File: config.mk
export PLATFORM = sky130hd
export DESIGN_NAME = dac_frontend_dev_flat
export DESIGN_NICKNAME = d
export VERILOG_FILES = /design/src/core/dac_types_pkg.sv /design/src/core/dac_link_if.sv /design/src/core/edge_sync.sv /design/src/core/dac_frontend_dev.sv /design/src/flat_wrapper.sv
export VERILOG_INCLUDE_DIRS = /design/src /design/src/core
export SDC_FILE = /design/constraint.sdc
export NUM_CORES = 1
export LEC_CHECK = 0
export BUFFER_PORTS_ARGS = -buffer_cell sky130_fd_sc_hd__buf_2
export CAP_MARGIN = 20
export CORE_UTILIZATION = 60
export DETAILED_ROUTE_END_ITERATION = 16
export GPL_TIMING_DRIVEN = 0
export PLACE_DENSITY = 0.84
export SLEW_MARGIN = 20
export SYNTH_ARGS = -nofsm -noshare
export SYNTH_HDL_FRONTEND = slang
export SYNTH_SLANG_ARGS = --single-unit
File: constraint.sdc
create_clock -name hclk -period 8.5 [get_ports hclk]
set_input_delay 0.85 -clock hclk [delete_from_list [all_inputs] [get_ports hclk]]
set_output_delay 0.85 -clock hclk [all_outputs]
set_load 0.02 [all_outputs]
File: src/core/dac_clk_map.svh
/*
  Register offsets, field positions, reset values and timing counts for the
  DAC clock and sample-input front end and its sample source controller.
  Assumes inclusion by bare name from core/ and tb/ files.
*/
`ifndef DAC_CLK_MAP_SVH
`define DAC_CLK_MAP_SVH

// What this block does
// - PLL mode multiplies reference into conversion clock
// - three-bit reference divider: 1, 2, 4, 8
// - five-bit feedback divider: 1, 2, 4, 8, 16, 32
// - output rate is reference times M over N
// - software picks N above 1 for fast reference
// - below 500MHz software doubles loop, sets halving
// - unused loop: software sets bypass and sleep
// - toggling filter clear resets loop control state
// - sixteen-bit words, one per data clock edge
// - source makes data clock as toggling bit
// - words and sync enter elastic input FIFO
// - sync low: gate off, FIFO ignored, zeros out
// - sync rising edge fires configurable sync event
// - sync bit stored in FIFO with each word
// - software sync select and level replace pin
// - delay loop skews data clock for sampling
// - source keeps data clock stable for lock
// - software sets range field before loop restart
// - restart bit initialises the delay loop
// - lock status bit readable after initialisation
// - software clears restart, then polls lock
// - sync must stay high for data flow

// ----------------------------------------------------------------
// device configuration registers (5-bit address, 8-bit data)
// ----------------------------------------------------------------
`define DEV_STATUS_ADDR   5'h00
`define DEV_SYNC_ADDR     5'h03
`define DEV_PLL_DIV_ADDR  5'h09
`define DEV_DLL_ADDR      5'h0A
`define DEV_PLL_CTL_ADDR  5'h0B
`define PLL_N_F           7:5
`define PLL_M_F           4:0
`define PLL_N_TOP         3'd3
`define PLL_M_TOP         3'd5
`define VCO_HALF_B        0
`define LFC_B             1
`define BYPASS_B          2
`define SLEEP_B           3
`define SW_SEL_B          0
`define SW_LEVEL_B        1
`define FIFO_RESYNC_B     2
`define DIV_RESYNC_B      3
`define DLL_RANGE_F       2:0
`define DLL_RESTART_B     3
`define PLL_DIV_RST       8'h00
`define PLL_CTL_RST       8'h00
`define SYNC_RST          8'h00
`define DLL_RST           8'h08
`define DLL_LOCK_COUNT    2'd3

// ----------------------------------------------------------------
// source controller registers (AHB-Lite, byte addresses)
// ----------------------------------------------------------------
`define SRC_CTRL_ADDR     8'h00
`define SRC_DEVCFG_ADDR   8'h04
`define SRC_STATUS_ADDR   8'h08
`define SRC_DATA_ADDR     8'h0C
`define CTRL_EN_B         0
`define CTRL_SYNC_B       1
`define DEVCFG_WE_B       16

// ----------------------------------------------------------------
// timing
// ----------------------------------------------------------------
`define CLK_PERIOD_NS     10
`define LINK_PERIOD_NS    80
`define HALF_CYCLES       ((`LINK_PERIOD_NS / 2) / `CLK_PERIOD_NS)

`endif

File: src/core/dac_types_pkg.sv
/*
  Shared types of the DAC front end and its source.
  Assumes nothing beyond a SystemVerilog compiler.
*/
package dac_types_pkg;
    typedef logic [15:0] sample_t;
    typedef logic [4:0]  cfg_addr_t;
    typedef logic [7:0]  cfg_byte_t;
    typedef struct packed {
        logic    sync;
        sample_t word;
    } fifo_word_s;
endpackage

File: src/core/dac_link_if.sv
/*
  Link between the sample source and the DAC front end: DDR sample bus,
  data clock, sync line and a same-clock configuration port.
  Assumes both ends run on the same hclk.
*/
`timescale 1ns/1ps
interface dac_link_if;
    logic                      half_rate_data_clk;
    dac_types_pkg::sample_t    data;
    logic                      tx_sync;
    logic                      cfg_we;
    dac_types_pkg::cfg_addr_t  cfg_addr;
    dac_types_pkg::cfg_byte_t  cfg_wdata;
    dac_types_pkg::cfg_byte_t  cfg_rdata;

    modport device (
        input  half_rate_data_clk, data, tx_sync, cfg_we, cfg_addr, cfg_wdata,
        output cfg_rdata
    );
    modport source (
        output half_rate_data_clk, data, tx_sync, cfg_we, cfg_addr, cfg_wdata,
        input  cfg_rdata
    );
endinterface

File: src/core/edge_sync.sv
/*
  Two-flop synchroniser with edge detection on the synchronised value.
  Assumes inputs from outside the hclk domain.
*/
`timescale 1ns/1ps
module edge_sync #(
    parameter int W = 1
) (
    // clock and reset
    input  wire logic          hclk,
    input  wire logic          hresetn,
    // asynchronous inputs
    input  wire logic [W-1:0]  d,
    // synchronised value and edges
    output logic      [W-1:0]  q,
    output logic      [W-1:0]  rise,
    output logic      [W-1:0]  fall
);
    logic [W-1:0] meta;
    logic [W-1:0] last;

    // two flops, then a history flop for edges
    always_ff @(posedge hclk or negedge hresetn) begin
        if (!hresetn) begin
            meta <= '0;
            q    <= '0;
            last <= '0;
        end else begin
            meta <= d;
            q    <= meta;
            last <= q;
        end
    end

    // edges look only at the second flop and its history
    assign rise = q & ~last;
    assign fall = ~q & last;
endmodule

File: src/core/dac_frontend_dev.sv
/*
  DAC clock and sample-input front end: reference clock multiplier,
  delay loop sampling the DDR sample bus, elastic FIFO and sync gating.
  Assumes the link pins are asynchronous to hclk and that the source
  keeps the data clock steady once configured.
*/
`timescale 1ns/1ps
`include "dac_clk_map.svh"
module dac_frontend_dev #(
    parameter int CNT_W = 16,
    parameter int DEPTH = 8
) (
    // clock and reset
    input  wire logic              hclk,
    input  wire logic              hresetn,
    // link to the sample source
    dac_link_if.device             link,
    // reference clock pin
    input  wire logic              ref_clk_in,
    // conversion side
    output logic                   conv_tick,
    output dac_types_pkg::sample_t sample_out,
    output logic                   transmit_gate,
    output logic                   sync_event,
    output logic                   pll_lock,
    output logic                   dll_lock
);
    import dac_types_pkg::*;

    localparam int AW = $clog2(DEPTH);

    // ----------------------------------------------------------------
    // configuration registers
    // ----------------------------------------------------------------
    logic [7:0] pll_div;
    logic [7:0] pll_ctl;
    logic [7:0] sync_ctl;
    logic [7:0] dll_ctl;
    cfg_byte_t  rd_mux;

    // clamp a divider code to its largest legal power of two
    function automatic logic [2:0] log_sel(input logic [4:0] code, input logic [2:0] top);
        log_sel = (code > {2'b00, top}) ? top : code[2:0];
    endfunction

    // register writes from the link and registered read-back
    always_ff @(posedge hclk or negedge hresetn) begin
        if (!hresetn) begin
            pll_div        <= `PLL_DIV_RST;
            pll_ctl        <= `PLL_CTL_RST;
            sync_ctl       <= `SYNC_RST;
            dll_ctl        <= `DLL_RST;
            link.cfg_rdata <= '0;
        end else begin
            link.cfg_rdata <= rd_mux;
            if (link.cfg_we) begin
                unique case (link.cfg_addr)
                    `DEV_PLL_DIV_ADDR: pll_div  <= link.cfg_wdata;
                    `DEV_PLL_CTL_ADDR: pll_ctl  <= link.cfg_wdata;
                    `DEV_SYNC_ADDR:    sync_ctl <= link.cfg_wdata;
                    `DEV_DLL_ADDR:     dll_ctl  <= link.cfg_wdata;
                    default: ;
                endcase
            end
        end
    end

    // read decode; lock bits sit in the status byte
    assign rd_mux = (link.cfg_addr == `DEV_STATUS_ADDR)  ? {6'h00, dll_lock, pll_lock} :
                    (link.cfg_addr == `DEV_PLL_DIV_ADDR) ? pll_div :
                    (link.cfg_addr == `DEV_PLL_CTL_ADDR) ? pll_ctl :
                    (link.cfg_addr == `DEV_SYNC_ADDR)    ? sync_ctl :
                    (link.cfg_addr == `DEV_DLL_ADDR)     ? dll_ctl : 8'h00;

    // ----------------------------------------------------------------
    // pin synchronisers
    // ----------------------------------------------------------------
    logic        ref_q;
    logic        ref_rise;
    logic [17:0] lq;
    logic [17:0] lrise;
    logic [17:0] lfall;

    edge_sync #(.W(1)) u_ref_sync (
        .hclk    (hclk),
        .hresetn (hresetn),
        .d       (ref_clk_in),
        .q       (ref_q),
        .rise    (ref_rise),
        .fall    ()
    );

    // clock, sync and data share one path so they stay aligned
    edge_sync #(.W(18)) u_link_sync (
        .hclk    (hclk),
        .hresetn (hresetn),
        .d       ({link.half_rate_data_clk, link.tx_sync, link.data}),
        .q       (lq),
        .rise    (lrise),
        .fall    (lfall)
    );

    // ----------------------------------------------------------------
    // reference clock multiplier
    // ----------------------------------------------------------------
    logic [CNT_W-1:0] cyc_cnt;
    logic [CNT_W-1:0] ref_period;
    logic [CNT_W-1:0] conv_cnt;
    logic [CNT_W-1:0] conv_p;
    logic [CNT_W-1:0] ref_dlt;
    logic [3:0]       ref_edges;
    logic [3:0]       n_val;
    logic [2:0]       m_log;
    logic             lfc_last;
    logic             lfc_toggle;
    logic             pll_sleep;
    logic             ref_near;
    logic             sync_rise;

    assign n_val      = 4'h1 << log_sel({2'b00, pll_div[`PLL_N_F]}, `PLL_N_TOP);
    assign m_log      = log_sel(pll_div[`PLL_M_F], `PLL_M_TOP);
    assign lfc_toggle = pll_ctl[`LFC_B] ^ lfc_last;
    assign pll_sleep  = pll_ctl[`SLEEP_B];
    assign ref_dlt    = cyc_cnt - ref_period;
    assign ref_near   = (ref_dlt == '0) || (ref_dlt == CNT_W'(1)) || (ref_dlt == '1);
    // conversion period is N reference periods over M, doubled if halving
    assign conv_p = (ref_period >> m_log) << pll_ctl[`VCO_HALF_B];

    // measure N reference periods; lock on two agreeing measurements
    always_ff @(posedge hclk or negedge hresetn) begin
        if (!hresetn) begin
            lfc_last   <= 1'b0;
            cyc_cnt    <= '0;
            ref_period <= '0;
            ref_edges  <= '0;
            pll_lock   <= 1'b0;
        end else begin
            lfc_last <= pll_ctl[`LFC_B];
            if (lfc_toggle || pll_sleep) begin
                cyc_cnt    <= '0;
                ref_period <= '0;
                ref_edges  <= '0;
                pll_lock   <= 1'b0;
            end else begin
                cyc_cnt <= cyc_cnt + 1'b1;
                if (ref_rise) begin
                    ref_edges <= ref_edges + 1'b1;
                    if (ref_edges >= n_val - 4'h1) begin
                        ref_edges  <= '0;
                        cyc_cnt    <= CNT_W'(1);
                        ref_period <= cyc_cnt;
                        pll_lock   <= ref_near;
                    end
                end
            end
        end
    end

    // conversion tick: multiplied clock, or reference edge in bypass
    always_ff @(posedge hclk or negedge hresetn) begin
        if (!hresetn) begin
            conv_cnt  <= '0;
            conv_tick <= 1'b0;
        end else if (pll_ctl[`BYPASS_B]) begin
            conv_cnt  <= '0;
            conv_tick <= ref_rise;
        end else if (!pll_lock || conv_p == '0 || pll_sleep) begin
            conv_cnt  <= '0;
            conv_tick <= 1'b0;
        end else if (sync_rise && sync_ctl[`DIV_RESYNC_B]) begin
            conv_cnt  <= '0;
            conv_tick <= 1'b0;
        end else if (conv_cnt >= conv_p - 1'b1) begin
            conv_cnt  <= '0;
            conv_tick <= 1'b1;
        end else begin
            conv_cnt  <= conv_cnt + 1'b1;
            conv_tick <= 1'b0;
        end
    end

    // ----------------------------------------------------------------
    // delay loop: measure the data clock half period, sample mid-bit
    // ----------------------------------------------------------------
    logic [CNT_W-1:0] hp_cnt;
    logic [CNT_W-1:0] hp_meas;
    logic [CNT_W-1:0] cap_cnt;
    logic [CNT_W-1:0] hp_lo;
    logic [CNT_W-1:0] hp_hi;
    logic [CNT_W-1:0] hp_dlt;
    logic [1:0]       stable;
    logic             cap_arm;
    logic             dclk_edge;
    logic             hp_ok;
    logic             cap_now;

    assign dclk_edge = lrise[17] | lfall[17];
    assign hp_lo     = CNT_W'(1) << dll_ctl[`DLL_RANGE_F];
    assign hp_hi     = CNT_W'(4) << dll_ctl[`DLL_RANGE_F];
    assign hp_dlt    = hp_cnt - hp_meas;
    assign hp_ok     = ((hp_dlt == '0) || (hp_dlt == CNT_W'(1)) || (hp_dlt == '1))
                       && (hp_cnt >= hp_lo) && (hp_cnt < hp_hi);
    assign cap_now   = cap_arm && (cap_cnt == '0) && !dclk_edge;

    always_ff @(posedge hclk or negedge hresetn) begin
        if (!hresetn) begin
            hp_cnt   <= '0;
            hp_meas  <= '0;
            cap_cnt  <= '0;
            stable   <= '0;
            cap_arm  <= 1'b0;
            dll_lock <= 1'b0;
        end else if (dll_ctl[`DLL_RESTART_B]) begin
            hp_cnt   <= '0;
            hp_meas  <= '0;
            stable   <= '0;
            cap_arm  <= 1'b0;
            dll_lock <= 1'b0;
        end else if (dclk_edge) begin
            hp_cnt  <= CNT_W'(1);
            hp_meas <= hp_cnt;
            cap_cnt <= hp_cnt >> 1;
            cap_arm <= 1'b1;
            if (hp_ok) begin
                stable   <= (stable == `DLL_LOCK_COUNT) ? stable : stable + 2'd1;
                dll_lock <= (stable == `DLL_LOCK_COUNT);
            end else begin
                stable   <= '0;
                dll_lock <= 1'b0;
            end
        end else begin
            if (hp_cnt != '1) begin
                hp_cnt <= hp_cnt + 1'b1;
            end
            if (hp_cnt >= hp_hi) begin
                stable   <= '0;
                dll_lock <= 1'b0;
            end
            if (cap_arm) begin
                cap_arm <= (cap_cnt != '0);
                cap_cnt <= (cap_cnt == '0) ? cap_cnt : cap_cnt - 1'b1;
            end
        end
    end

    // ----------------------------------------------------------------
    // elastic input FIFO and sync gating
    // ----------------------------------------------------------------
    fifo_word_s mem [DEPTH];
    fifo_word_s popped;
    logic [AW:0] wp;
    logic [AW:0] rp;
    logic        full;
    logic        empty;
    logic        push;
    logic        pop;
    logic        sync_eff;
    logic        sync_prev;
    logic        fifo_flush;

    assign full       = (wp[AW] != rp[AW]) && (wp[AW-1:0] == rp[AW-1:0]);
    assign empty      = (wp == rp);
    assign push       = cap_now && dll_lock && !full;
    assign pop        = conv_tick && !empty;
    // software level takes over the pin with no alignment to conversion
    assign sync_eff   = sync_ctl[`SW_SEL_B] ? sync_ctl[`SW_LEVEL_B] : popped.sync;
    assign sync_rise  = sync_eff && !sync_prev;
    assign fifo_flush = sync_rise && sync_ctl[`FIFO_RESYNC_B];

    // word and its sync bit are stored together
    always_ff @(posedge hclk) begin
        if (push) begin
            mem[wp[AW-1:0]] <= '{sync: lq[16], word: lq[15:0]};
        end
    end

    // pointers, head word and gated output
    always_ff @(posedge hclk or negedge hresetn) begin
        if (!hresetn) begin
            wp            <= '0;
            rp            <= '0;
            popped        <= '0;
            sync_prev     <= 1'b0;
            sync_event    <= 1'b0;
            sample_out    <= '0;
            transmit_gate <= 1'b0;
        end else begin
            wp         <= wp + (AW + 1)'(push);
            rp         <= fifo_flush ? wp : rp + (AW + 1)'(pop);
            sync_prev  <= sync_eff;
            sync_event <= sync_rise;
            if (pop) begin
                popped <= mem[rp[AW-1:0]];
            end else if (conv_tick) begin
                popped.word <= '0;
            end
            transmit_gate <= sync_eff;
            sample_out    <= sync_eff ? popped.word : '0;
        end
    end
endmodule

File: src/flat_wrapper.sv
// flat-port wrapper written by rule: the top's interface ports become plain ports
module dac_frontend_dev_flat import dac_types_pkg::*;
#(
    parameter int CNT_W = 16,
    parameter int DEPTH = 8
)
  (hclk, hresetn, ref_clk_in, conv_tick, sample_out, transmit_gate, sync_event, pll_lock, dll_lock, link_half_rate_data_clk, link_data, link_tx_sync, link_cfg_we, link_cfg_addr, link_cfg_wdata, link_cfg_rdata);
  dac_link_if link_i ();
  input  wire logic hclk;
  input  wire logic hresetn;
  input  wire logic ref_clk_in;
  output logic conv_tick;
  output dac_types_pkg::sample_t sample_out;
  output logic transmit_gate;
  output logic sync_event;
  output logic pll_lock;
  output logic dll_lock;
  input wire logic [$bits(link_i.half_rate_data_clk)-1:0] link_half_rate_data_clk;
  input wire logic [$bits(link_i.data)-1:0] link_data;
  input wire logic [$bits(link_i.tx_sync)-1:0] link_tx_sync;
  input wire logic [$bits(link_i.cfg_we)-1:0] link_cfg_we;
  input wire logic [$bits(link_i.cfg_addr)-1:0] link_cfg_addr;
  input wire logic [$bits(link_i.cfg_wdata)-1:0] link_cfg_wdata;
  output wire logic [$bits(link_i.cfg_rdata)-1:0] link_cfg_rdata;
  assign link_i.half_rate_data_clk = link_half_rate_data_clk;
  assign link_i.data = link_data;
  assign link_i.tx_sync = link_tx_sync;
  assign link_i.cfg_we = link_cfg_we;
  assign link_i.cfg_addr = link_cfg_addr;
  assign link_i.cfg_wdata = link_cfg_wdata;
  assign link_cfg_rdata = link_i.cfg_rdata;
  dac_frontend_dev #(.CNT_W(CNT_W), .DEPTH(DEPTH)) u_core (.hclk(hclk), .hresetn(hresetn), .link(link_i), .ref_clk_in(ref_clk_in), .conv_tick(conv_tick), .sample_out(sample_out), .transmit_gate(transmit_gate), .sync_event(sync_event), .pll_lock(pll_lock), .dll_lock(dll_lock));
endmodule
; ---- Yosys cells after proc, flatten, opt, wreduce, memory -nomap -nowiden
; Memory sizes are Yosys's and may differ from the RTL's.
; Index checks and enable logic that the tools add are counted.
[word_totals]
mem_bits_rw = 136
input_bits = 35
elab_cells = 177
output_inout_bits = 29
n_memories = 1
reg_bits = 247
[mem_list]
columns = name, depth, word_bits, read_ports, rd_ports_with_merged_regs, write_ports, line
row1 = u_core.mem, 8, 17, 1, 0, 1, dac_frontend_dev.sv:249  ; fifo_word_s mem [DEPTH];
[classes]
n_mux = 54
eq_ne = 15
n_lt_le_gt_ge = 7
n_reduce_logical = 43
add_sub_neg = 12
bitwise = 9
n_shift = 5
[op_table]
columns = operator, n
row1 = 2-to-1 mux 16 bit, 21
row2 = zero test 16 bit, 4
row3 = "adder 16 x 1 -> 16 bit, second input constant", 3
row4 = >= comparator 16 bit, 3
row5 = 2-to-1 mux 8 bit, 5
row6 = bitwise AND 18 bit, 2
row7 = NOT 18 bit, 2
row8 = "== test 16 x 1 -> 1 bit, second input constant", 2
row9 = "== test 16 bit, second input constant", 2
row10 = "subtractor 16 x 1 -> 16 bit, second input constant", 2
row11 = subtractor 16 bit, 2
row12 = 2-to-1 mux 1 bit, 17
row13 = less-than comparator 16 bit, 1
row14 = 2-to-1 mux 4 bit, 4
row15 = "!= test 16 bit, second input constant", 1
row16 = nonzero test 16 bit, 1
row17 = "<< shifter 1 x 3 -> 16 bit, first input constant", 1
row18 = << shifter 16 x 1 -> 16 bit, 1
row19 = "<< shifter 3 x 3 -> 16 bit, first input constant", 1
row20 = right shift 16 x 3 -> 16 bit, 1
row21 = "== test 5 x 4 -> 1 bit, second input constant", 3
row22 = AND reduction 2 bit, 6
row23 = logical AND 1 bit, 11
row24 = 2-to-1 mux 2 bit, 5
row25 = 26 further kinds, 44

; ---- Depth between registers and ports, before layout
; Gate-level depths: netlist of the first run.
[depth]
ltp_word = 10
ltp_mapped = 26
mapped_depth_nobuf = 22

; ---- By module
; From an unflattened synthesis of the first run, not the netlist that was laid out.
[unflattened]
cells_unflattened = 1645
area_unflattened_um2 = 18980.7
[by_module_without_submodules]
columns = mod, instances, area_per_inst_um2, seq_area_each_um2, cells_per_inst
row1 = dac_frontend_dev, 1, 17224.0, 8839.7, 1550
row2 = edge_sync (u_core.u_link_sync), 1, 1666.6, 1351.3, 90
row3 = edge_sync (u_core.u_ref_sync), 1, 90.1, 75.1, 5

; ---- Worst setup path after synthesis of the first run
; OpenSTA, ideal clock, no wires.
[synth_timing]
path_type = register to register
startpoint = register u_core.pll_div[1]
endpoint = register u_core.conv_cnt[10]
arrival_time_ns = 4.417
setup_slack_ns = 4.012
path_stages_with_launch = 27
period_less_slack_ns = 4.488
required_time_ns = 8.429
setup_time_ns = 0.071
n_path_buf = 4
cell_sequence = dfrtp_1 > buf_6 > a2111o_1 > buf_6 > buf_2 > nand2_1 > o211ai_1 > o2bb2ai_1 > mux2i_1 > ha_1 > nand3_1 > nor2_1 > nand2_1 > nor2_1 > xor2_1 > a22o_1 > ha_1 > a21o_1 > a21o_1 > a21oi_1 > nor2b_1 > o21ai_0 > a21oi_1 > a211o_1 > nand3b_4 > buf_8 > nor2_1
[synth_via]
elab_chain_cells = 10
elab_cells_between_ends = 13
cone_classes = add/sub (1) / order compare (2) / shift (2) / mux (5) / reduce/logical (3)
[synth_lines]
columns = element, line
row1 = "start, declared", dac_frontend_dev.sv:35  ; logic [7:0] pll_div;
row2 = "start signal, assigned", dac_frontend_dev.sv:49  ; pll_div <= `PLL_DIV_RST;
row3 = "start signal, assigned", dac_frontend_dev.sv:58  ; `DEV_PLL_DIV_ADDR: pll_div <= link.cfg_wdata;
row4 = greater-than comparator 5 x 3 -> 1 bit, dac_frontend_dev.sv:43  ; log_sel = (code > {2'b00, top}) ? top : code[2:0];
row5 = 2-to-1 mux 3 bit *, dac_frontend_dev.sv:43
row6 = right shift 16 x 3 -> 16 bit *, dac_frontend_dev.sv:127  ; assign conv_p = (ref_period >> m_log) << pll_ctl[`VCO_HALF_B];
row7 = << shifter 16 x 1 -> 16 bit *, dac_frontend_dev.sv:127
row8 = subtractor 16 x 1 -> 16 bit, dac_frontend_dev.sv:173  ; end else if (conv_cnt >= conv_p - 1'b1) begin
row9 = >= comparator 16 bit, dac_frontend_dev.sv:173
row10 = 2-to-1 mux 16 bit, dac_frontend_dev.sv:173
row11 = 2-to-1 mux 16 bit, dac_frontend_dev.sv:170  ; end else if (sync_rise && sync_ctl[`DIV_RESYNC_B]) begin
row12 = 2-to-1 mux 16 bit *, dac_frontend_dev.sv:167  ; end else if (!pll_lock || conv_p == '0 || pll_sleep) begin
row13 = 2-to-1 mux 16 bit *, dac_frontend_dev.sv:164  ; end else if (pll_ctl[`BYPASS_B]) begin
row14 = "end signal, assigned", dac_frontend_dev.sv:177  ; conv_cnt <= conv_cnt + 1'b1;
row15 = "end, declared", dac_frontend_dev.sv:108  ; logic [CNT_W-1:0] conv_cnt;
; Every way passes the cells marked *; elsewhere a longest branch is shown, timed or not.
; A chain may end at the register's enable or synchronous reset.

; ---- Final worst setup path of the first run
[layout_timing]
startpoint = register u_core.pll_div[3]
endpoint = register u_core.conv_cnt[9]
[layout_via]
elab_chain_cells = 10
elab_cells_between_ends = 13
cone_classes = add/sub (1) / order compare (2) / shift (2) / mux (5) / reduce/logical (3)
[layout_lines]
columns = element, line
row1 = greater-than comparator 5 x 3 -> 1 bit *, dac_frontend_dev.sv:43
row2 = 2-to-1 mux 3 bit *, dac_frontend_dev.sv:43
row3 = right shift 16 x 3 -> 16 bit *, dac_frontend_dev.sv:127
row4 = << shifter 16 x 1 -> 16 bit *, dac_frontend_dev.sv:127
row5 = subtractor 16 x 1 -> 16 bit, dac_frontend_dev.sv:173
row6 = >= comparator 16 bit, dac_frontend_dev.sv:173
row7 = 2-to-1 mux 16 bit, dac_frontend_dev.sv:173
row8 = 2-to-1 mux 16 bit, dac_frontend_dev.sv:170
row9 = 2-to-1 mux 16 bit *, dac_frontend_dev.sv:167
row10 = 2-to-1 mux 16 bit *, dac_frontend_dev.sv:164
; Marked as above.

==> results of run 1 <==
## metrics by stage
| stage | instances | power [mW] | utilization | instance area, sq um | setup WS, ns |
|---|---|---|---|---|---|
| after global routing | 2114 | 5.05 | 0.691 | 20500 | 2.78 |
| final | 2114 | 4.82 | 0.691 | 20500 | 3.26 |
| after global placement | 2036 | 3.08 | 0.640 | 19000 | 2.64 |
| after floorplan | 1583 | 2.86 | - | 18200 | 4.01 |
| after CTS | 2114 | 4.83 | 0.691 | 20500 | 3.29 |
| after detailed placement | 2049 | 3.12 | 0.648 | 19300 | 3.30 |
## how the worst max path moves through the flow
stage / cells after the start / slack, ns / start / endpoint
finish: 21 / 3.26 / u_core.pll_div[3] / u_core.conv_cnt[9]
global route: 21 / 2.78 / u_core.pll_div[3] / u_core.conv_cnt[7]
CTS: 21 / 3.29 / u_core.pll_div[3] / u_core.conv_cnt[12]
detailed placement: 21 / 3.30 / u_core.pll_div[3] / u_core.conv_cnt[9]
global placement: 1 / 2.64 / hresetn / u_core.hp_meas[13]
floorplan: 26 / 4.01 / u_core.pll_div[1] / u_core.conv_cnt[10]
## cell type report
| cell class | instances | area share |
|---|---|---|
| plain buffers | 60 | 0.0125 |
| clock buffers | 47 | 0.0493 |
| clock inverters | 18 | 0.0130 |
| inverters | 74 | 0.0135 |
| repair buffers | 76 | 0.0250 |
| flip-flops and latches | 366 | 0.479 |
| well taps | 390 | 0.0238 |
| multi-input cells | 1083 | 0.384 |
## routing by layer
layer  wire length [um]  GRT usage  vias up
li1                   -          -     6041
met1              17700      0.375     6604
met2              20800      0.469      506
met3               2290     0.0312       90
met4               1420      0.114        0
met5                  0          0        -
## critical path, cell delays in order, from the launching register on
cell	delay, ns
dfrtp_1	0.38
clkbuf_1	0.21
a2111oi_4	0.55
mux4_2	0.58
mux2i_1	0.50
nand2_1	0.23
nor3_1	0.34
nand2b_1	0.13
o21ai_0	0.19
nand3b_1	0.09
o21ai_0	0.09
ha_1	0.27
a21o_1	0.16
a21o_1	0.16
a21oi_1	0.13
nor2b_1	0.05
o21ai_0	0.14
a21oi_1	0.08
a211o_1	0.28
nand3b_4	0.24
buf_8	0.22
nor2_1	0.11
## power groups by stage
stage | combinational (mW) | sequential, mW | clock (mW)
after floorplan | 0.828 | 2.03 | 0
after global placement | 1.03 | 2.05 | 0
after detailed placement | 1.07 | 2.06 | 0
after CTS | 1.08 | 2.02 | 1.73
after global routing | 1.21 | 2.04 | 1.79
final | 1.08 | 2.03 | 1.71
## sequential cells by signal, indices dropped and copies added, names as in the netlist, 17 cells and up
name                     count
u_core.u_link_sync.q        18
u_core.popped               17
u_core.mem                 136
u_core.u_link_sync.meta     18
## cells in the mapped netlist (all sizes together), types with 40 or more instances
library cell and number:
o21ai 61, dfrtp 229, mux4 40, xor2 42, nand2 136, nor2 162
clkbuf 52, edfxtp 136, a21oi 83, xnor2 41, inv 72, ha 78
## cell families after synthesis
group | count (synthesis) | share of synthesized area
adder cells (fa/ha/maj) | 80 | 0.0558
other | 1 | 0.000206
multiplexers | 114 | 0.0929
flip-flops | 366 | 0.540
AND/OR/NAND/NOR | 502 | 0.133
AO/OA/AOI/OAI | 303 | 0.109
buffers and inverters | 134 | 0.0293
XOR/XNOR | 83 | 0.0399
==> metrics, run 1 <==
ys flop type dfrtp_1; layout cell share with drive strength beyond 1 0.140; most common cell after layout, fill and taps aside dfrtp_1; final setup TNS 0 ns; fillers 1,986; Multi-input gate area 0.00789 sq mm; GPL Wtd Cong 0.899; status finished, final reports clean; I/O Pins 64; CTS Hold Bufs 0; mean routed wirelength per cell 19.9 um; r2r worst-path depth 21; clock skew 0.0302 ns; # diodes 0; Pint 3.38 mW; # setup viols final 0; critical-path maximum fanout 10; DR iter-0 viols 1,171; combinational share of power 0.225; fmax 0.191 GHz; reg2reg end u_core.conv_cnt[9]; Clock Power Share 0.354; DIE AREA 0.0311 sq mm; sequential share of the synthesized area 0.540; Nets 1,813; Final Cycle Share 0.617; syn_nets 1,698; final WL 42,100 um; Synth Cell Area 0.0182 sq mm; H-tree Lvls 2; clock sinks 366; sw power 1.44 mW; vias in the first global route 13.0k; RR Startpoint u_core.pll_div[3]; CTS Buf Count 37; Worst Setup End Kind flip-flop; Sw Share 0.299; Yosys top cell area share 0.315; site row count 63; Initial Utilization 0.613; DRC 0; Period minus WS final 5.24 ns; Max Cap Viol 0; gate count of the mapped netlist 1,583; antenna violations before repair 0; hpwl dp 28,300 um; first-pass iteration count of the detailed router 5; GRT overflow 0; number of synthesized flops with an enable pin 136; unrepaired setup endpoints after global routing false; flip-flop and latch area 0.00984 sq mm; startpoint types flip-flop; sequential fraction of design power 0.421; synth top area cells dfrtp_1 (31%), edfxtp_1 (22%), ha_1 (5.4%); Slew headroom 0.194; data arrival time of the critical path 5.71 ns; number of synthesized register bits 366; synth-to-layout area growth 12.8%; Worst-path clk slew 0.06 ns; GRT Total Usage 0.280; pwr dens 235 mW/mm^2; Post-synth ARST share 0.628; post-CTS sizing 0; R2R Setup Slk 3.26 ns; Crit Path Class flip-flop to flip-flop; core area 0.0297 sq mm; TritonCTS clock tree yes; Yosys cell types 85; Yosys warning count 0; Die Height 176 um; Post-CTS Repair Setup Buffers 0; Pleak 8.46 nW; Avg Cell Area, Syn 11.5 sq um; Tightest Hold Check Type input port to async pin; WP data required 8.97 ns; routed vias 13.2k; largest net degree at the start of global routing 103; Port Buffers 63; commonest cells after routing, fill and taps aside dfrtp_1 (229), nor2_1 (155), nand2_1 (136), edfxtp_1 (136), a21oi_1 (83); fin. max-slew vios 0; Die Width 176 um; Root Buffer clkbuf_16; Min Hold Slack 0.264 ns; Synth area leader dfrtp_1; vias per inst 6.26; Worst IR Drop VDD 0.178 mV; Detail Route Antenna Nets 0; first-pass GRT wire length 68,000 um; worst-margin pin slew 1.17 ns; Max Root-Sink Buffers 3; final hold viol count 0; worst-skew pair later-pin latency 0.55 ns
Note: power is estimated with default switching activity, not from simulation.
==> inputs of run 2 (changes only) <==
==> constraint.sdc (replaced) <==
create_clock -name hclk -period 4.9 [get_ports hclk]
set_input_delay 0.49 -clock hclk [delete_from_list [all_inputs] [get_ports hclk]]
set_output_delay 0.49 -clock hclk [all_outputs]
set_load 0.02 [all_outputs]
==> metrics, run 2 (synthesized netlist as in run 1, its figures left out) <==
status finished, final reports clean; final WL 43,100 um (+2.2%); Top Family by Delay on Critical Path simple AND/OR/NAND/NOR gates; Die Width 176 um (unchanged); sw power 2.55 mW (+77%); Detail Route Antenna Nets 0 (unchanged); fillers 1,931 (-2.8%); Min Hold Slack 0.0437 ns (-0.220 ns); flip-flop and latch area 0.00984 sq mm (unchanged); Port Buffers 63 (unchanged); vias per inst 6.31 (+0.76%); worst-skew pair later-pin latency 0.55 ns (about the same); Worst Setup End Kind flip-flop; Initial Utilization 0.613 (unchanged); hpwl dp 28,300 um (unchanged); pwr dens 407 mW/mm^2 (+73%); most common cell after layout, fill and taps aside dfrtp_1; Critical Path Source u_core.pll_div[1]; worst-margin pin slew 1.19 ns (+0.0163 ns); Pint 5.93 mW (+75%); critical-path maximum fanout 6 (-4); # setup viols final 0 (unchanged); fin. max-slew vios 0 (unchanged); antenna violations before repair 0 (unchanged); DRC 0 (unchanged); Multi-input gate area 0.00802 sq mm (+1.7%); final setup TNS 0 ns (unchanged); CP max-delay cell mux4_2; mean routed wirelength per cell 20.2 um (+1.4%); total power 8.48 mW (+76%); Worst IR Drop VDD 0.309 mV (+73%); Max Cap Viol 0 (unchanged); CTS Buf Count 37 (unchanged); largest net degree at the start of global routing 103 (unchanged); data arrival time of the critical path 5.21 ns (-0.50 ns); layout cell share with drive strength beyond 1 0.159 (+0.0188); GRT Total Usage 0.280 (about the same); core area 0.0297 sq mm (unchanged); Clock Power Share 0.350 (-0.004); Die Height 176 um (unchanged); DIE AREA 0.0311 sq mm (unchanged); Cell Chain, Critical Path buf_4 > a2111oi_4 > buf_4 > mux4_2 > mux2i_4 > nand2_2 > nor4_4 > nand4_1 > nor2_1 > mux2_2 > a21oi_1 > ha_1 > o21ai_0 > a21oi_1 > a211o_1 > nand3b_4 > clkbuf_16 > nor2_1; Pleak 8.58 nW (+1.5%); combinational share of power 0.234 (+0.009); sequential fraction of design power 0.416 (-0.005); startpoint types flip-flop; WP data required 5.37 ns (-3.60 ns); RR Startpoint u_core.pll_div[1]; crit-path max cell delay 0.53 ns (-0.05 ns); vias in the first global route 13.1k (+0.054%); Max Root-Sink Buffers 3 (unchanged); Sw Share 0.301 (+0.00234); Final Cycle Share 0.966 (+0.349); Crit Path Class flip-flop to flip-flop; final hold viol count 0 (unchanged); commonest cells after routing, fill and taps aside dfrtp_1 (229), nor2_1 (153), edfxtp_1 (136), nand2_1 (135), a21oi_1 (81); routed vias 13.4k (+1.5%); GPL Wtd Cong 0.899 (unchanged); Largest register FFs 136 (unchanged); I/O Pins 64 (unchanged); worst path bufs/invs 3 (+1); GRT overflow 0 (unchanged); H-tree Lvls 2 (unchanged); clock sinks 366 (unchanged); hold path start link_half_rate_data_clk; fmax 0.211 GHz (+11%); Worst-path clk slew 0.06 ns (about the same); # diodes 0 (unchanged); Slew headroom 0.183 (-0.0111); first-pass iteration count of the detailed router 6 (+1); Nets 1,829 (+0.88%); site row count 63 (unchanged); Tightest Hold Check Type input port to flip-flop; first-pass GRT wire length 68,000 um (about the same); Root Buffer clkbuf_16; clock skew 0.0316 ns (+0.00140 ns); synth-to-layout area growth 14.4%; TritonCTS clock tree yes; Final Core Density 0.701 (+0.00989); DR iter-0 viols 1,184 (+1.1%); Period minus WS final 4.73 ns (-0.510 ns)
## run 2: cell count changes in the layout (fill, tap and decap cells not counted), sizes merged
cell	delta
buf	+16
clkbuf	-1
dlygate4sd3	+1
## run 2: path summary, 6_finish.rpt
check / endpoint / slack (ns) / cells past startpoint
min in group asynchronous: u_core.conv_cnt[0] / 0.50 / 2
worst max-delay path: u_core.conv_cnt[12] / 0.17 / 18
worst max register to register: u_core.conv_cnt[12] / 0.17 / 18
worst min register to register: u_core.u_ref_sync.q / 0.35 / 0
worst min-delay path: u_core.u_link_sync.meta[17] / 0.04 / 1
max in group asynchronous: u_core.cap_cnt[13] / 3.49 / 3
## run 2: layout make-up
type / instances / share of cell area
buffer: 58 / 0.0125
clock buffer: 47 / 0.0486
multi-input combinational: 1083 / 0.385
sequential: 366 / 0.472
timing repair buffer: 94 / 0.0321
clock inverter: 18 / 0.0128
inverter: 74 / 0.0133
tap: 390 / 0.0234
## run 2: what timing repair did
action / 4_1_cts / 5_1_grt
pin swaps: 2 / 7
hold buffers: 1 / 0
resized for setup: 10 / 21
gates cloned: 0 / 1
endpoints found under the setup margin: 16 / 17
setup buffers: 2 / 14
endpoints found under the hold margin: 70 / 0
## run 2: power groups by stage
stage / Clock [mW] / Combinational, mW / Sequential (mW)
floorplan: 0 / 1.44 / 3.52
global placement: 0 / 1.78 / 3.55
detailed placement: 0 / 1.85 / 3.57
CTS: 3.01 / 1.89 / 3.51
global route: 3.11 / 2.20 / 3.54
finish: 2.97 / 1.98 / 3.53
## run 2: worst register-to-register path, delay by kind of cell, from the launching register on
kind / cells / cell delay (ns)
and+or+nand+nor: 6 / 1.30
muxes: 3 / 1.11
AOI/OAI and AO/OA: 5 / 1.00
buffers and inverters: 3 / 0.59
DFF: 1 / 0.40
adders and majority gates: 1 / 0.26
## run 2: routing by layer
layer	up-vias	wire length [um]	global-route usage	share of wire
met5	-	0	0	0
met4	0	1610	0.115	0.037
met3	118	2450	0.0312	0.057
met2	557	21200	0.469	0.49
met1	6696	17800	0.375	0.41
li1	6071	-	-	-
## run 2: metrics by stage
step	cells	setup WS (ns)	area, sq um
after floorplan	1583	0.412	18200
after global placement	2036	-0.597	19000
after detailed placement	2049	-0.297	19300
after CTS	2117	0.00475	20600
after global routing	2130	-0.0370	20800
final	2130	0.168	20800
